<file path="config.mk">
export PLATFORM = sky130hd
export DESIGN_NAME = slsm_top
export DESIGN_NICKNAME = d
export VERILOG_FILES = /design/src/slsm_pkg.sv /design/src/slsm_tick_gen.sv /design/src/slsm_top.sv
export SDC_FILE = /design/constraint.sdc
export NUM_CORES = 1
export LEC_CHECK = 0
export BUFFER_PORTS_ARGS = -buffer_cell sky130_fd_sc_hd__clkbuf_2
export CORE_MARGIN = 1.5
export CORE_UTILIZATION = 39
export CTS_BUF_LIST = sky130_fd_sc_hd__clkbuf_2 sky130_fd_sc_hd__clkbuf_4 sky130_fd_sc_hd__clkbuf_8
export CTS_CLUSTER_SIZE = 40
export DETAILED_ROUTE_END_ITERATION = 12
export PLACE_DENSITY_LB_ADDON = 0.1
export SLEW_MARGIN = 20
export SYNTH_ARGS = -nofsm -noshare
export SYNTH_HDL_FRONTEND = slang
export SYNTH_SLANG_ARGS = --single-unit
export TNS_END_PERCENT = 100
</file>
<file path="constraint.sdc">
create_clock -name clk -period 1.9 [get_ports clk]
set_clock_uncertainty 0.05 [all_clocks]
set_input_delay 0.19 -clock clk [delete_from_list [all_inputs] [get_ports clk]]
set_output_delay 0.19 -clock clk [all_outputs]
set_load 0.02 [all_outputs]
</file>
<file path="src/slsm_pkg.sv">
package slsm_pkg;
   // clock and timing
   localparam int unsigned CLK_HZ            = 20_000_000;   // system clock rate
   localparam int unsigned UNIT_CYCLE_US     = 500;          // internal control cycle
   localparam int unsigned UNIT_CYCLE_CLKS   = (UNIT_CYCLE_US * (CLK_HZ / 1_000_000));
   localparam int unsigned TIMEOUT_TICKS     = 4;            // unit cycles without timing signal
   localparam int unsigned RX_FAIL_LIMIT     = 2;            // consecutive failed receptions
   localparam int unsigned PERIOD_W          = 20;           // holds a 10 ms period at 20 MHz

   // register byte offsets
   localparam logic [3:0] REG_MASK_OFS       = 4'h0;
   localparam logic [3:0] REG_STATUS_OFS     = 4'h4;
   localparam logic [3:0] REG_CTRL_OFS       = 4'h8;
   localparam logic [3:0] REG_PERIOD_OFS     = 4'hc;

   // reset values
   localparam logic [15:0] MASK_RESET        = 16'h0000;
   localparam logic [15:0] MASK_WRITABLE     = 16'h7fff;     // bit 15 reserved, reads zero

   // status bit positions
   localparam int unsigned ST_TIMEOUT        = 0;
   localparam int unsigned ST_RX_ERR         = 1;
   localparam int unsigned ST_RX_WARN        = 2;
   localparam int unsigned ST_CYC_ERR        = 3;
   localparam int unsigned ST_SYNC_ACT       = 4;
   localparam int unsigned ST_STOP_ACT       = 5;

   // control bit positions (write one to act)
   localparam int unsigned CT_ERR_RESET      = 0;
   localparam int unsigned CT_WARN_CLR       = 1;

   // received word layout
   localparam int unsigned ALL_STOP_BIT      = 15;
   localparam int unsigned GROUP_BITS        = 15;
endpackage : slsm_pkg

</file>
<file path="src/slsm_tick_gen.sv">
`timescale 1ns/1ps
`default_nettype none
module slsm_tick_gen #(
   parameter int unsigned DIV = 10000             // clocks per tick
) (
   input  wire logic clk,
   input  wire logic rst_b,
   output logic      tick
);
   localparam int unsigned CW = $clog2(DIV + 1);
   localparam logic [CW-1:0] LAST = CW'(DIV - 1);

   logic [CW-1:0] cnt_q;                          // free running divider
   logic [CW-1:0] cnt_d;
   logic          tick_q;

   assign cnt_d = (cnt_q == LAST) ? '0 : cnt_q + CW'(1);

   // divider and one-cycle enable pulse
   always_ff @(posedge clk or negedge rst_b) begin
      if (!rst_b) begin
         cnt_q  <= '0;
         tick_q <= 1'b0;
      end else begin
         cnt_q  <= cnt_d;
         tick_q <= (cnt_q == LAST);
      end
   end

   assign tick = tick_q;
endmodule : slsm_tick_gen
`default_nettype wire

</file>
<file path="src/slsm_top.sv">
// Local design decisions: the register addresses and the Avalon-MM interface to the registers.
`timescale 1ns/1ps
`default_nettype none
module slsm_top
   import slsm_pkg::*;
#(
   parameter int unsigned UNIT_CYC_CLKS = UNIT_CYCLE_CLKS  // internal control cycle in clocks
) (
   input  wire logic        clk,
   input  wire logic        rst_b,
   // host link side
   input  wire logic        sync_pulse_i,     // timing signal level, high while signalled
   input  wire logic        rx_ok_i,          // reception good, valid with timing signal
   input  wire logic [15:0] rx_word_i,        // first output word of the link area
   // unit side
   output logic             func_stop_o,      // one-cycle stop command
   output logic             func_abort_o,     // one-cycle abort of ongoing process
   output logic             sync_active_o,    // unit in synchronous control
   output logic [15:0]      link_word_o,      // last good first word
   // avalon-mm slave
   input  wire logic [3:0]  avs_address,
   input  wire logic        avs_read,
   input  wire logic        avs_write,
   input  wire logic [31:0] avs_writedata,
   input  wire logic [3:0]  avs_byteenable,
   output logic [31:0]      avs_readdata,
   output logic             avs_waitrequest
);
   // pin synchronisers, first stage read only by second
   logic [17:0] s1_q;
   logic [17:0] s2_q;
   logic        pulse_d1_q;                   // previous sync level for edge detect
   always_ff @(posedge clk or negedge rst_b) begin
      if (!rst_b) begin
         s1_q       <= '0;
         s2_q       <= '0;
         pulse_d1_q <= 1'b0;
      end else begin
         s1_q       <= {sync_pulse_i, rx_ok_i, rx_word_i};
         s2_q       <= s1_q;
         pulse_d1_q <= s2_q[17];
      end
   end

   wire        sync_ev  = s2_q[17] & ~pulse_d1_q;   // one event per timing signal
   wire        rx_good  = s2_q[16];
   wire [15:0] rx_word  = s2_q[15:0];

   // unit control cycle enable
   logic unit_tick;
   slsm_tick_gen #(.DIV(UNIT_CYC_CLKS)) u_tick (
      .clk   (clk),
      .rst_b (rst_b),
      .tick  (unit_tick)
   );

   // state
   logic [15:0]         mask_q;               // group stop selection
   logic [15:0]         word_q;               // held link word
   logic                seen_q;               // a timing signal has arrived
   logic                timeout_q;
   logic                rx_err_q;
   logic                rx_warn_q;
   logic                cyc_err_q;
   logic [1:0]          fail_cnt_q;           // consecutive failed receptions
   logic [2:0]          silent_q;             // unit ticks since last timing signal
   logic [PERIOD_W-1:0] per_cnt_q;            // clocks since last timing signal
   logic [PERIOD_W-1:0] period_q;             // last measured sync cycle
   logic [15:0]         req_prev_q;           // previous accepted request bits
   logic                stop_q;
   logic                abort_q;

   // bus decode
   wire acc      = avs_read | avs_write;
   logic ack_q;
   wire wr_hit   = avs_write & ack_q;
   wire wr_mask  = wr_hit & (avs_address == REG_MASK_OFS);
   wire wr_ctrl  = wr_hit & (avs_address == REG_CTRL_OFS);
   wire err_rst  = wr_ctrl & avs_byteenable[0] & avs_writedata[CT_ERR_RESET];
   wire warn_clr = wr_ctrl & avs_byteenable[0] & avs_writedata[CT_WARN_CLR];

   // stopped for good: only restart leaves this
   wire dead      = timeout_q | cyc_err_q;
   wire sync_act  = seen_q & ~dead;
   wire good_rx   = sync_ev & rx_good & sync_act;
   wire bad_rx    = sync_ev & ~rx_good & sync_act;
   wire rx_limit  = bad_rx & (fail_cnt_q == 2'(RX_FAIL_LIMIT - 1));
   wire to_hit    = sync_act & unit_tick & ~sync_ev &
                    (silent_q == 3'(TIMEOUT_TICKS - 1));
   // counter holds clocks minus one at the event, so add the event clock back
   wire [PERIOD_W-1:0] per_meas = (per_cnt_q == {PERIOD_W{1'b1}}) ? per_cnt_q :
                                  per_cnt_q + PERIOD_W'(1);
   wire cyc_hit   = sync_ev & seen_q & ~dead &
                    (per_meas < PERIOD_W'(UNIT_CYC_CLKS));

   // request decode on the word that is being acted on
   wire [15:0] req_now  = good_rx ? rx_word : word_q;
   wire [15:0] req_rise = req_now & ~req_prev_q;
   wire grp_stop  = |(req_rise[GROUP_BITS-1:0] & mask_q[GROUP_BITS-1:0]);
   wire all_stop  = req_rise[ALL_STOP_BIT];
   wire stop_d    = sync_act & (grp_stop | all_stop);
   wire abort_d   = to_hit | cyc_hit | (rx_limit & ~rx_err_q);

   // link timing monitor
   always_ff @(posedge clk or negedge rst_b) begin
      if (!rst_b) begin
         seen_q     <= 1'b0;
         silent_q   <= '0;
         per_cnt_q  <= '0;
         period_q   <= '0;
      end else begin
         if (sync_ev) begin
            seen_q    <= 1'b1;
            silent_q  <= '0;
            per_cnt_q <= '0;
            period_q  <= per_meas;                                    // equal periods are legal
         end else begin
            if (unit_tick && silent_q != 3'(TIMEOUT_TICKS)) begin
               silent_q <= silent_q + 3'd1;
            end
            if (per_cnt_q != {PERIOD_W{1'b1}}) begin
               per_cnt_q <= per_cnt_q + PERIOD_W'(1);                 // saturates, never wraps
            end
         end
      end
   end

   // error flags; the hardware set wins over software clear
   always_ff @(posedge clk or negedge rst_b) begin
      if (!rst_b) begin
         timeout_q  <= 1'b0;
         cyc_err_q  <= 1'b0;
         rx_err_q   <= 1'b0;
         rx_warn_q  <= 1'b0;
         fail_cnt_q <= '0;
      end else begin
         if (to_hit) timeout_q <= 1'b1;
         if (cyc_hit) cyc_err_q <= 1'b1;
         if (rx_limit) rx_err_q <= 1'b1;
         else if (err_rst) rx_err_q <= 1'b0;
         if (bad_rx) rx_warn_q <= 1'b1;
         else if (warn_clr) rx_warn_q <= 1'b0;
         if (good_rx) fail_cnt_q <= '0;
         else if (bad_rx && fail_cnt_q != 2'(RX_FAIL_LIMIT)) fail_cnt_q <= fail_cnt_q + 2'd1;
      end
   end

   // data hold and stop generation
   always_ff @(posedge clk or negedge rst_b) begin
      if (!rst_b) begin
         word_q     <= '0;
         req_prev_q <= '0;
         stop_q     <= 1'b0;
         abort_q    <= 1'b0;
      end else begin
         if (good_rx) word_q <= rx_word;
         req_prev_q <= req_now;
         stop_q     <= stop_d;
         abort_q    <= abort_d;
      end
   end

   // register file
   always_ff @(posedge clk or negedge rst_b) begin
      if (!rst_b) begin
         mask_q <= MASK_RESET;
      end else begin
         if (wr_mask && avs_byteenable[0]) mask_q[7:0]  <= avs_writedata[7:0];
         if (wr_mask && avs_byteenable[1]) mask_q[15:8] <= avs_writedata[15:8] & MASK_WRITABLE[15:8];
      end
   end

   // status word, one bit per condition
   wire [31:0] status_w = {26'h000_0000, stop_q, sync_act, cyc_err_q,
                           rx_warn_q, rx_err_q, timeout_q};
   wire [31:0] rd_mux   = (avs_address == REG_MASK_OFS)   ? {16'h0000, mask_q} :
                          (avs_address == REG_STATUS_OFS) ? status_w :
                          (avs_address == REG_PERIOD_OFS) ? {12'h000, period_q} :
                          32'h0000_0000;                              // ctrl and unmapped read zero

   // one wait cycle per access, answer on the second edge
   always_ff @(posedge clk or negedge rst_b) begin
      if (!rst_b) begin
         ack_q        <= 1'b0;
         avs_readdata <= '0;
      end else begin
         ack_q <= acc & ~ack_q;
         if (avs_read && !ack_q) avs_readdata <= rd_mux;
      end
   end

   assign avs_waitrequest = acc & ~ack_q;
   assign func_stop_o     = stop_q;
   assign func_abort_o    = abort_q;
   assign sync_active_o   = sync_act;
   assign link_word_o     = word_q;
endmodule : slsm_top
`default_nettype wire

</file>
After elaboration in Yosys (flattened, before gate mapping)
Cells that the tools add are included.

cells by class
  equal/unequal tests = 10
  $add $sub $neg = 4
  bitwise operators = 36
  order comparisons = 1
  multiplexer cells = 16
  reduce and logical (&&, ||, !) cells = 13

operators by type and width
  operator                                               number
  two-way mux 20 bit                                     6
  AND 1 bit                                              22
  adder 20 x 1 -> 20 bit (second input constant)         1
  == test 20 bit (second input constant)                 1
  < comparator 20 x 14 -> 1 bit (second input constant)  1
  inequality test 20 bit (second input constant)         1
  AND 16 bit                                             1
  two-way mux 16 bit                                     1
  inverter 16 bit                                        1
  AND 15 bit                                             1
  OR reduction 15 bit                                    1
  adder 14 x 1 -> 14 bit (second input constant)         1
  == test 14 bit (second input constant)                 1
  two-way mux 14 bit                                     1
  nonzero test 2 bit                                     5
  == test 4 bit (second input constant)                  2
  two-way mux 3 bit                                      2
  inverter 1 bit                                         6
  logical AND 1 bit                                      5
  OR 1 bit                                               5
  == test 4 x 3 -> 1 bit (second input constant)         1
  zero test 4 bit                                        1
  two-way mux 1 bit                                      4
  two-way mux 2 bit                                      2
  other kinds (7)                                        7

storage, ports and cells
  flip-flop bits (word level) = 168
  logic and storage cells = 101

Logic depth before layout (Yosys ltp)
Gate-level depths: netlist of run 1.

  word-level depth = 10
  gate-level depth with buffers = 8
  mapped depth without buffers = 7

By module
A second synthesis of run 1 with hierarchy kept.

second synthesis, totals
  cells, all modules = 585
  area, all modules = 6515.0 um^2

modules (own cells, without submodules)
  module         area an instance (um^2)  instances  cells an instance  sequential area each (um^2)
  slsm_top       5821.8                   1          522                3528.4
  slsm_tick_gen  693.2                    1          63                 375.4

Least setup slack after synthesis of run 1
OpenSTA, ideal clock, no wires.

  path type = reg-to-reg
  start point = reg per_cnt_q[0]
  end point = reg cyc_err_q
  path buffers = 0
  setup time = 67 ps
  data arrival time = 1832 ps
  period minus slack after synthesis = 1949 ps
  path slack = -49 ps
  stages on the path, launching flop included = 8
  cells stage by stage = dfrtp_1 > ha_1 > nand3_2 > nor4_4 > mux2i_1 > and4_4 > nand4_2 > nand2b_1

on the way
  cells in the longest elaborated chain, start to end = 4
  elaborated cells on any way between the ends = 5

RTL lines
  item                                                             line                            source
  start: declaration                                               slsm_top.sv:67                  logic [PERIOD_W-1:0] per_cnt_q;
  start signal: assignment                                         slsm_top.sv:122                 per_cnt_q <= per_cnt_q + PERIOD_W'(1);
  adder 20 x 1 -> 20 bit / == test 20 bit (equally long branches)  slsm_top.sv:92, slsm_top.sv:91
  two-way mux 20 bit (*)                                           slsm_top.sv:91                  wire [PERIOD_W-1:0] per_meas = (per_cnt_q == {PERIOD_W{1'b1}}) ? per_cnt_q :
  < comparator 20 x 14 -> 1 bit (*)                                slsm_top.sv:94                  (per_meas < PERIOD_W'(UNIT_CYC_CLKS));
  AND 1 bit (*)                                                    slsm_top.sv:93                  wire cyc_hit = sync_ev & seen_q & ~dead &
  end signal: assignment                                           slsm_top.sv:132                 cyc_err_q <= 1'b0;
  end signal: assignment                                           slsm_top.sv:138                 if (cyc_hit) cyc_err_q <= 1'b1;
  end: declaration                                                 slsm_top.sv:64                  logic cyc_err_q;

Every way passes the cells marked *; elsewhere a longest branch is shown, timed or not.
A chain may end at the register's enable or synchronous reset.

Final worst setup path of run 1
  start point = reg per_cnt_q[1]
  end point = reg cyc_err_q

Same word-level chain as after synthesis.

==> metrics.txt, run 1 <==
placed cell areas=7447 sq um; post-route cell area=8328 sq um; total power=7.653 mW; part of the power in the clock network=29.2%; final period utilization=101.2%; initial antenna violation count=0; RSZ-0062 raised after global routing=yes; Post-synth EDFFs=0; Yosys warnings=0; Antenna Violating Nets Remaining=0; P_int=roughly 5.3 mW; Mean Syn Cell Area=11.26 sq um; Sw Share=between 30% and 40%; Seq/Total Area, Yosys=60.20%; Leakage=3.881 nW; Worst-path clk slew=0.08 ns; DIE AREA=17410 sq um; Site Rows=46; die height=about 130 um; Num Clock Sinks=156; n_diodes=0; GRT Total Usage=19.24%; part of the power in combinational logic=a little under a fifth; largest net degree at the start of global routing=55; DR WL/cell=16.08 um; maximum VDD drop=0.0006244 V; Crit path arrival time=2.27 ns; Worst setup EP type=flop; final worst setup slack=-0.02217 ns; clk_lat worst skew=0.46 ns; Placer Congestion=0.8081; Worst path max stage delay=0.36 ns; critical path type=flop to flop; Pins Over Slew Limit=0; first-pass iteration count of the detailed router=4; synthesized instance count=between 500 and 600; DR vias=4764; Die W=132.0 um; post-synthesis cell area=6485 sq um; Port-buffer cells=82; ys async rst share=100.0%; DRC Markers=0; TritonCTS clock tree=done; register bit total from synthesis=156; most frequent cells in the layout=dfrtp_1, clkbuf_2, nand2_1; Final nets=812; clk buf depth=2; Hold Fails Final Rpt=0; Num CTS Buffers=17; critical path, cell by cell=ha_2, nand3_4, nor4_4, buf_4, mux2i_2, and4_4, nand4_4, nand2b_1; Area growth syn-to-layout=28.42%; share of cells above drive strength 1=30.99%; number of global-route vias before repair=5077; P per Cell Area=918.9 nW/um^2; Setup Viol. Count Final=2; first-pass GRT wire length=26210 um; Top FF cell, synth=dfrtp_1; failing checks=setup timing; Max-Cap Viols=0; core footprint=16060 sq um; Tmin final=1.922 ns; Clock Root Buffer=clkbuf_8; Flop pwr share=a little over half; dpl cells=900; total wire length=15620 um; via/cell ratio=4.906; switching power=2.330 mW; io pins=114; # H-tree levels=4; crit-path max FO=4; fin util=between 50 and 60%; global route overflow=0; status=finished, violations left; Initial Util=about two fifths; Buf+Inv Stages, Crit Path=1; placed wire-length estimate=11390 um; Fmax achieved=520.2 MHz; Hold Slack=~0.049 ns; commonest non-fill, non-tap cell in the layout=dfrtp_1; Critical Path RT=2.24 ns; initial drt markers=~230; Netlist cell types=58; CP startpoint kind=flop; final non-filler cell total=971; CP delay by family, top=simple AND/OR/NAND/NOR gates; Hold Crit Class=input port to flop; CP max-delay cell=dfrtp_1
[routing by layer]
metal | share of wire, % | wire length (um) | GRT usage [%]
met1 | 48 | 7420 | 25.55
met2 | 46 | 7230 | 30.08
met3 | 3.6 | 560 | 4.306
met4 | 2.6 | 405 | 8.889
met5 | 0 | 0 | 0
[power by group through the flow]
| stage | combinational [mW] | sequential (mW) | clock [mW] |
|---|---|---|---|
| 2_1_floorplan | 0.520 | 4.19 | 0 |
| 3_3_place_gp | 1.25 | 4.03 | 0 |
| 3_5_place_dp | 1.30 | 4.05 | 0 |
| 4_1_cts | 1.38 | 3.99 | 2.31 |
| 5_1_grt | 1.55 | 4.05 | 2.45 |
| 6_report | 1.43 | 3.99 | 2.23 |
[flip-flops by register name (all words and copies together) (netlist names)]
| name | count |
|---|---|
| ack_q | 1 |
| avs_readdata | 20 |
| cyc_err_q | 1 |
| fail_cnt_q | 2 |
| func_abort_o | 1 |
| func_stop_o | 1 |
| mask_q | 15 |
| per_cnt_q | 20 |
| period_q | 20 |
| pulse_d1_q | 1 |
| req_prev_q | 16 |
| rx_err_q | 1 |
| rx_warn_q | 1 |
| s1_q | 18 |
| s2_q | 18 |
| seen_q | 1 |
| silent_q | 3 |
| timeout_q | 1 |
| u_tick.cnt_q | 14 |
| u_tick.tick | 1 |
[cells by family (layout without fill, tap and decap cells)]
| family | Yosys count | after routing | synth area share [%] |
|---|---|---|---|
| fa+ha+maj | 7 | 7 | 1.351 |
| buf+inv | 44 | 212 | 3.454 |
| compound gates | 100 | 100 | 9.184 |
| xor+xnor | 23 | 23 | 3.106 |
| other cells | 1 | 12 | 0.05783 |
| flops | 156 | 156 | 60.20 |
| mux | 35 | 35 | 5.981 |
| simple gates | 210 | 210 | 16.67 |
[synth_stat cells (3+ instances only)]
master | n | area, sq um
dfrtp_1 | 156 | 3904
nand2_1 | 77 | 289.0
nor2_1 | 49 | 183.9
o21ai_0 | 47 | 235.2
mux2_2 | 30 | 337.8
a21oi_1 | 16 | 80.08
clkbuf_1 | 15 | 56.30
nand3_1 | 14 | 70.07
xnor2_1 | 14 | 122.6
buf_4 | 12 | 90.09
nand4_1 | 12 | 75.07
inv_1 | 10 | 37.54
a22oi_1 | 9 | 67.56
and3_1 | 9 | 56.30
xor2_1 | 9 | 78.83
ha_1 | 7 | 87.58
nand2b_1 | 7 | 43.79
o22ai_1 | 7 | 43.79
a22o_1 | 6 | 52.55
mux2i_1 | 5 | 50.05
nor3_1 | 5 | 25.02
and2_1 | 4 | 25.02
and4_1 | 4 | 35.03
buf_2 | 4 | 20.02
a21o_1 | 3 | 22.52
nand4b_1 | 3 | 26.28
nor2b_1 | 3 | 18.77
nor4_1 | 3 | 18.77
o21ai_1 | 3 | 15.01
[repair_timing]
item / 4_1_cts / 5_1_grt
resized for setup: 15 / 28
pin swaps: 9 / 4
hold endpoints to repair: 167 / 0
buffers inserted: 6 / 0
hold buffers: 36 / 0
endpoints found under the setup margin: 13 / 25
[worst reg2reg max path, delay by kind of cell, from the launching register on]
kind / cells / cell delay [ns]
adder cells (fa/ha/maj): 1 / 0.22
multiplexers: 1 / 0.22
flip-flops: 1 / 0.36
buffers and inverters: 1 / 0.18
AND/OR/NAND/NOR: 5 / 0.83
[path summary, 6_finish.rpt]
kind                                 from            to  slack [ns]  cells after the start
min                        avs_address[3]     rx_warn_q        0.05                      4
min reg2reg                       s1_q[4]       s2_q[4]        0.30                      0
max in group asynchronous           rst_b  per_cnt_q[3]        1.00                      3
max                          per_cnt_q[1]     cyc_err_q       -0.02                      8
min in group asynchronous           rst_b      s2_q[15]        0.16                      2
max reg2reg                  per_cnt_q[1]     cyc_err_q       -0.02                      8
[through the flow]
step                 TNS [ns]  worst slack (ns)
floorplan                   0           0.02284
detailed placement    -0.3693           -0.1145
global placement      -0.3394           -0.1280
finish               -0.04014          -0.02217
CTS                 -0.001764         -0.001764
global route          -0.6043           -0.1494
[layout make-up]
cell class                 count  area (sq um)
multi-input combinational    387          2546
timing repair buffer         171          1219
fill                        1485          7730
clock buffer                  22         284.0
clock inverter                 9         66.31
inverter                      10         37.54
sequential                   156          3905
tap                          216         270.3
Power figures use the tool's default switching activity.
==> run 2: changes to the inputs <==
- BUFFER_PORTS_ARGS: -buffer_cell sky130_fd_sc_hd__clkbuf_2 -> not set
- DONT_BUFFER_PORTS: not set -> 1
- REMOVE_ABC_BUFFERS: not set -> 1
==> run 2 against run 1 <==
Against the previous run:
- count of clock-buffer cells in the layout decreased by 4
- first-iteration DRC count grew 12%
- final cell count is 8.4% lower
- core utilization decreased by 2.5 points
- the flow finishes with violations (hold timing, setup timing)
- power shrank 1.9%
- via count is 6.9% lower
- critical path type unchanged
- highest routed layer is now met5
==> metrics.txt, run 2 (synthesis gave the netlist of run 1 again) <==
Largest regs=avs_readdata x20, per_cnt_q x20, period_q x20; clk buf depth=2 (unchanged); Tmin final=1.916 ns (-0.005828 ns); clk_lat worst skew=0.44 ns (-0.02 ns); placed wire-length estimate=10040 um (-12%); RSZ-0062 raised after global routing=yes; # H-tree levels=4 (unchanged); Max-Cap Viols=0 (unchanged); most frequent cells in the layout=dfrtp_1, nand2_1, buf_4; M3 GR Usage=5.998% (+1.7 points); Area growth syn-to-layout=22.17%; first-pass GRT wire length=24070 um (-8.2%); Placer Congestion=0.8183 (+1.3%); initial antenna violation count=1 (+1); FF+latch area=3904 sq um (about the same); Worst setup EP type=flop; TritonCTS clock tree=done; multi-input logic area=2532 sq um (-0.54%); Hold Fails Final Rpt=156 (+156); DR WL/cell=16.25 um (+1.0%); Die W=132.0 um (unchanged); io pins=114 (unchanged); maximum VDD drop=0.0008274 V (+33%); Hold Slack=-0.6138 ns (-0.6633 ns); post-route cell area=7923 sq um (-4.9%); reg-to-reg slack, setup=-0.02 ns (about the same); number of global-route vias before repair=4668 (-8.1%); Antenna Violating Nets Remaining=0 (unchanged); Tightest Pin Transition=0.5417 ns; core footprint=16060 sq um (unchanged); global route overflow=0 (unchanged); initial drt markers=253 (+12%); DIE AREA=17410 sq um (unchanged); Num Clock Sinks=156 (unchanged); final worst setup slack=-0.01634 ns (+0.005828 ns); Fin Setup TNS=-0.03150 ns (+0.008644 ns); via/cell ratio=4.988 (+1.7%); busiest grt layer=met2; Final nets=729 (-10%); Hold Crit Class=input port to asynchronous set/reset pin; total power=7.507 mW (-1.9%); crit-path max FO=4 (unchanged); Worst-path clk slew=0.08 ns (about the same); Initial Util=40.38% (unchanged); final non-filler cell total=889 (-8.4%); status=finished, violations left; DR vias=4434 (-6.9%); P per Cell Area=947.5 nW/um^2 (+3.1%); largest net degree at the start of global routing=157 (+190%); Setup Viol. Count Final=2 (unchanged); failing checks=hold timing, setup timing; GRT Total Usage=17.73% (-1.5 points); Site Rows=46 (unchanged); critical path type=flop to flop; Fmax achieved=521.8 MHz (+0.30%); CP startpoint kind=flop; Port-buffer cells=0 (-100%); commonest non-fill, non-tap cell in the layout=dfrtp_1; final period utilization=100.9% (-0.31 points); Pins Over Slew Limit=0 (unchanged); die height=132.0 um (unchanged); fillcell total=1457 (-1.9%); Crit path arrival time=2.18 ns (-0.09 ns); n_diodes=0 (unchanged); first-pass iteration count of the detailed router=4 (unchanged); dpl cells=811 (-9.9%); met2 Usage GRT=29.03% (-1.0 points); Slew HR=about 64%; Clock Root Buffer=clkbuf_8; Critical Path RT=2.17 ns (-0.07 ns); launching point of the worst reg2reg path=per_cnt_q[10]; capture point of the worst reg-to-reg path=per_cnt_q[1]; Num CTS Buffers=17 (unchanged); share of cells above drive strength 1=21.55% (-9.4 points); grt met1 use=21.94% (-3.6 points); DRC Markers=0 (unchanged); Leakage=3.524 nW (-9.2%); cts hold-fix bufs=39 (+8.3%); R2R depth=7 (-1); total wire length=14450 um (-7.5%); placed cell areas=6940 sq um (-6.8%)
==> run 2: cell types whose count changed in the layout (fill, tap and decap cells not counted), sizes merged <==
cell         before  now
clkbuf          103   18
buf              54   49
inv              11   16
dlygate4sd3      36   39
bufinv            0    2
clkinv            4    3
clkinvlp          4    3
==> run 2: worst max-delay path by stage <==
| stage | startpoint | end | slack (ns) | cells after the start |
|---|---|---|---|---|
| finish | per_cnt_q[10] | per_cnt_q[1] | -0.02 | 7 |
| global route | per_cnt_q[1] | cyc_err_q | -0.14 | 8 |
| detailed placement | per_cnt_q[0] | func_abort_o | -0.14 | 7 |
| floorplan | s2_q[17] | req_prev_q[0] | -0.43 | 3 |
| CTS | per_cnt_q[1] | cyc_err_q | 0.004 | 8 |
| global placement | per_cnt_q[0] | cyc_err_q | -0.14 | 7 |
==> run 2: per-stage QoR <==
stage / hold WS, ns / utilization, % / setup slack, ns
2_1_floorplan: -0.1556 / - / -0.4286
3_3_place_gp: -0.1514 / 43.22 / -0.1380
3_5_place_dp: -0.1512 / 43.22 / -0.1366
4_1_cts: -0.6558 / 48.78 / 0.003518
5_1_grt: -0.6767 / 49.34 / -0.1409
6_report: -0.6138 / 49.34 / -0.01634
==> run 2: routing by layer <==
layer | routed length (um) | up-vias
li1 | - | 2150
met1 | 6414 | 2196
met2 | 7228 | 80
met3 | 688 | 6
met4 | 106 | 2
met5 | 7 | -
==> run 2: timing repair <==
item,CTS,global route
endpoints found under the hold margin,192,156
gates resized for setup,12,30
endpoints found under the setup margin,21,30
pin swaps,7,10
buffers inserted,6,2
==> run 2: area by class of cell <==
type / count / area share [%]
clock buffers: 18 / 3.048
clock inverters: 14 / 2.021
inverters: 10 / 0.4738
multi-input cells: 387 / 31.96
flip-flops and latches: 156 / 49.27
well taps: 216 / 3.411
repair buffers: 88 / 9.807
==> run 2: worst max-delay path, cell delays in order (launching register included) <==
cell     delay, ns
dfrtp_1       0.40
buf_6         0.12
nand4_1       0.13
nor4_4        0.40
buf_4         0.20
and2_4        0.19
mux2i_2       0.24
nor2_1        0.07
==> run 2: where the power goes <==
group / total, mW / internal [mW] / switching (mW) / leakage [nW]
clock: 2.51 / 1.21 / 1.30 / 0.196
combinational: 0.790 / 0.422 / 0.368 / 1.32
sequential: 4.21 / 3.68 / 0.532 / 2.01
total: 7.51 / 5.31 / 2.20 / 3.52
==> run 3: changes to the inputs <==
- PLACE_DENSITY: not set -> 0.64
- PLACE_DENSITY_LB_ADDON: 0.1 -> not set
==> run 3 against run 2 <==
Against the previous run:
- the run still ends with hold timing, setup timing left
- fmax down 0.23%
- combinational power down 2.9%
- global-route usage rose by 0.27 points
- first-iteration DRC count up 18%
- count of clock-buffer cells in the layout up 4
- power about the same
- via count fell by 0.43%
- sequential share of layout area is 0.53 points higher
==> metrics.txt, run 3 (synthesis gave the netlist of run 1 again) <==
Fmax achieved=520.6 MHz (-0.23%); TritonCTS clock tree=done; failing checks=hold timing, setup timing; CP max-delay cell=dfrtp_1; CP startpoint kind=flop; initial drt markers=298 (+18%); WL met1=6335 um (-1.2%); total wire length=14540 um (+0.63%); largest net degree at the start of global routing=157 (unchanged); Slew HR=64.06% (+0.31 points); crit-path max FO=5 (+1); dpl cells=806 (-0.62%); Tightest Pin Transition=0.5346 ns (-0.007104 ns); post-route cell area=7841 sq um (-1.0%); Clock Root Buffer=clkbuf_8; Post-Place Setup Slack=-0.1133 ns (+0.02327 ns); Buf+Inv Stages, Crit Path=1 (-1); Initial Util=40.38% (unchanged); number of global-route vias before repair=4810 (+3.0%); DRC Markers=0 (unchanged); status=finished, violations left; DR WL/cell=16.52 um (+1.7%); clk_lat worst skew=0.45 ns (about the same); Placer Congestion=0.8388 (+2.5%); most frequent cells in the layout=dfrtp_1, nand2_1, nor2_1; Setup Viol. Count Final=2 (unchanged); placed wire-length estimate=9978 um (-0.66%); Worst setup EP type=flop; RSZ-0062 raised after global routing=yes; DR vias=4415 (-0.43%); # H-tree levels=4 (unchanged); Num Clock Sinks=156 (unchanged); via/cell ratio=5.017 (+0.59%); final non-filler cell total=880 (-1.0%); Site Rows=46 (unchanged); DIE AREA=17410 sq um (unchanged); placed cell areas=6915 sq um (-0.36%); share of cells above drive strength 1=20.18% (-1.4 points); commonest non-fill, non-tap cell in the layout=dfrtp_1; metal2 WL=7059 um (-2.3%); initial antenna violation count=0 (-1); final period utilization=101.1% (+0.23 points); uppermost layer routed=met4; Worst path max stage delay=0.40 ns (about the same); Hold Fails Final Rpt=156 (unchanged); Die W=132.0 um (unchanged); first-pass GRT wire length=24360 um (+1.2%); Fin Setup TNS=-0.02808 ns (+0.003416 ns); Pins Over Slew Limit=0 (unchanged); Critical Path RT=2.24 ns (+0.07 ns); global route overflow=0 (unchanged); fin util=48.83% (-0.51 points); n_diodes=0 (unchanged); Area growth syn-to-layout=20.91%; CP delay by family, top=simple AND/OR/NAND/NOR gates; die height=132.0 um (unchanged); core footprint=16060 sq um (unchanged); Hold Slack=-0.6133 ns (+0.0004620 ns); Hold Crit Class=input port to asynchronous set/reset pin; metal3 WL=785 um (+14%); Tmin final=1.921 ns (+0.004384 ns); GRT Total Usage=18.00% (+0.27 points); Crit path arrival time=2.26 ns (+0.08 ns); critical path type=flop to flop; Antenna Violating Nets Remaining=0 (unchanged); final worst setup slack=-0.02072 ns (-0.004384 ns); critical path, cell by cell=ha_4, nand3_4, nor4_4, buf_4, mux2i_2, and4_4, nand4_4, nand2b_1; Max-Cap Viols=0 (unchanged); cts hold-fix bufs=39 (unchanged); Leakage=3.488 nW (-1.0%); Worst-path clk slew=0.08 ns (about the same); Num CTS Buffers=17 (unchanged); fillcell total=1460 (+0.21%); total power=7.507 mW (about the same); first-pass iteration count of the detailed router=4 (unchanged); P per Cell Area=957.3 nW/um^2 (+1.0%); Port-buffer cells=0 (unchanged); io pins=114 (unchanged); Final nets=721 (-1.1%); clk buf depth=2 (unchanged); maximum VDD drop=0.0004965 V (-40%); Largest regs=avs_readdata x20, per_cnt_q x20, period_q x20
[run 3: report_power, final]
group	leakage (nW)	switching, mW	internal (mW)	total [mW]
Clock	0.196	1.21	1.28	2.49
Sequential	2.01	0.569	3.68	4.25
Combinational	1.29	0.356	0.411	0.767
[run 3: worst paths after layout]
path	start	end	slack [ns]	cells after the start
setup / recovery	per_cnt_q[1]	cyc_err_q	-0.02	8
hold / removal	rst_b	mask_q[6]	-0.61	0
setup reg to reg	per_cnt_q[1]	cyc_err_q	-0.02	8
hold reg to reg	s1_q[2]	s2_q[2]	0.30	0
max in group asynchronous	rst_b	pulse_d1_q	2.23	0
min in group clk	avs_write	rx_err_q	0.12	4
[run 3: repair_timing]
item | CTS | global route
pin swaps | 5 | 5
buffers inserted | 3 | 2
setup endpoints to repair | 15 | 31
gates resized for setup | 9 | 18
hold endpoints to repair | 192 | 156
[run 3: final cells by class]
class | count | area [sq um] | share of cell area (%)
Clock buffer | 22 | 284.0 | 3.622
Clock inverter | 9 | 113.9 | 1.452
Inverter | 10 | 37.54 | 0.4787
Multi-Input combinational cell | 387 | 2516 | 32.09
Sequential cell | 156 | 3905 | 49.80
Tap cell | 216 | 270.3 | 3.447
Timing Repair Buffer | 80 | 714.4 | 9.111
[run 3: layer usage]
metal / GRT usage (%) / vias to the layer above
li1: - / 2131
met1: 21.91 / 2151
met2: 29.32 / 109
met3: 5.652 / 24
met4: 8.148 / 0
met5: 0 / -
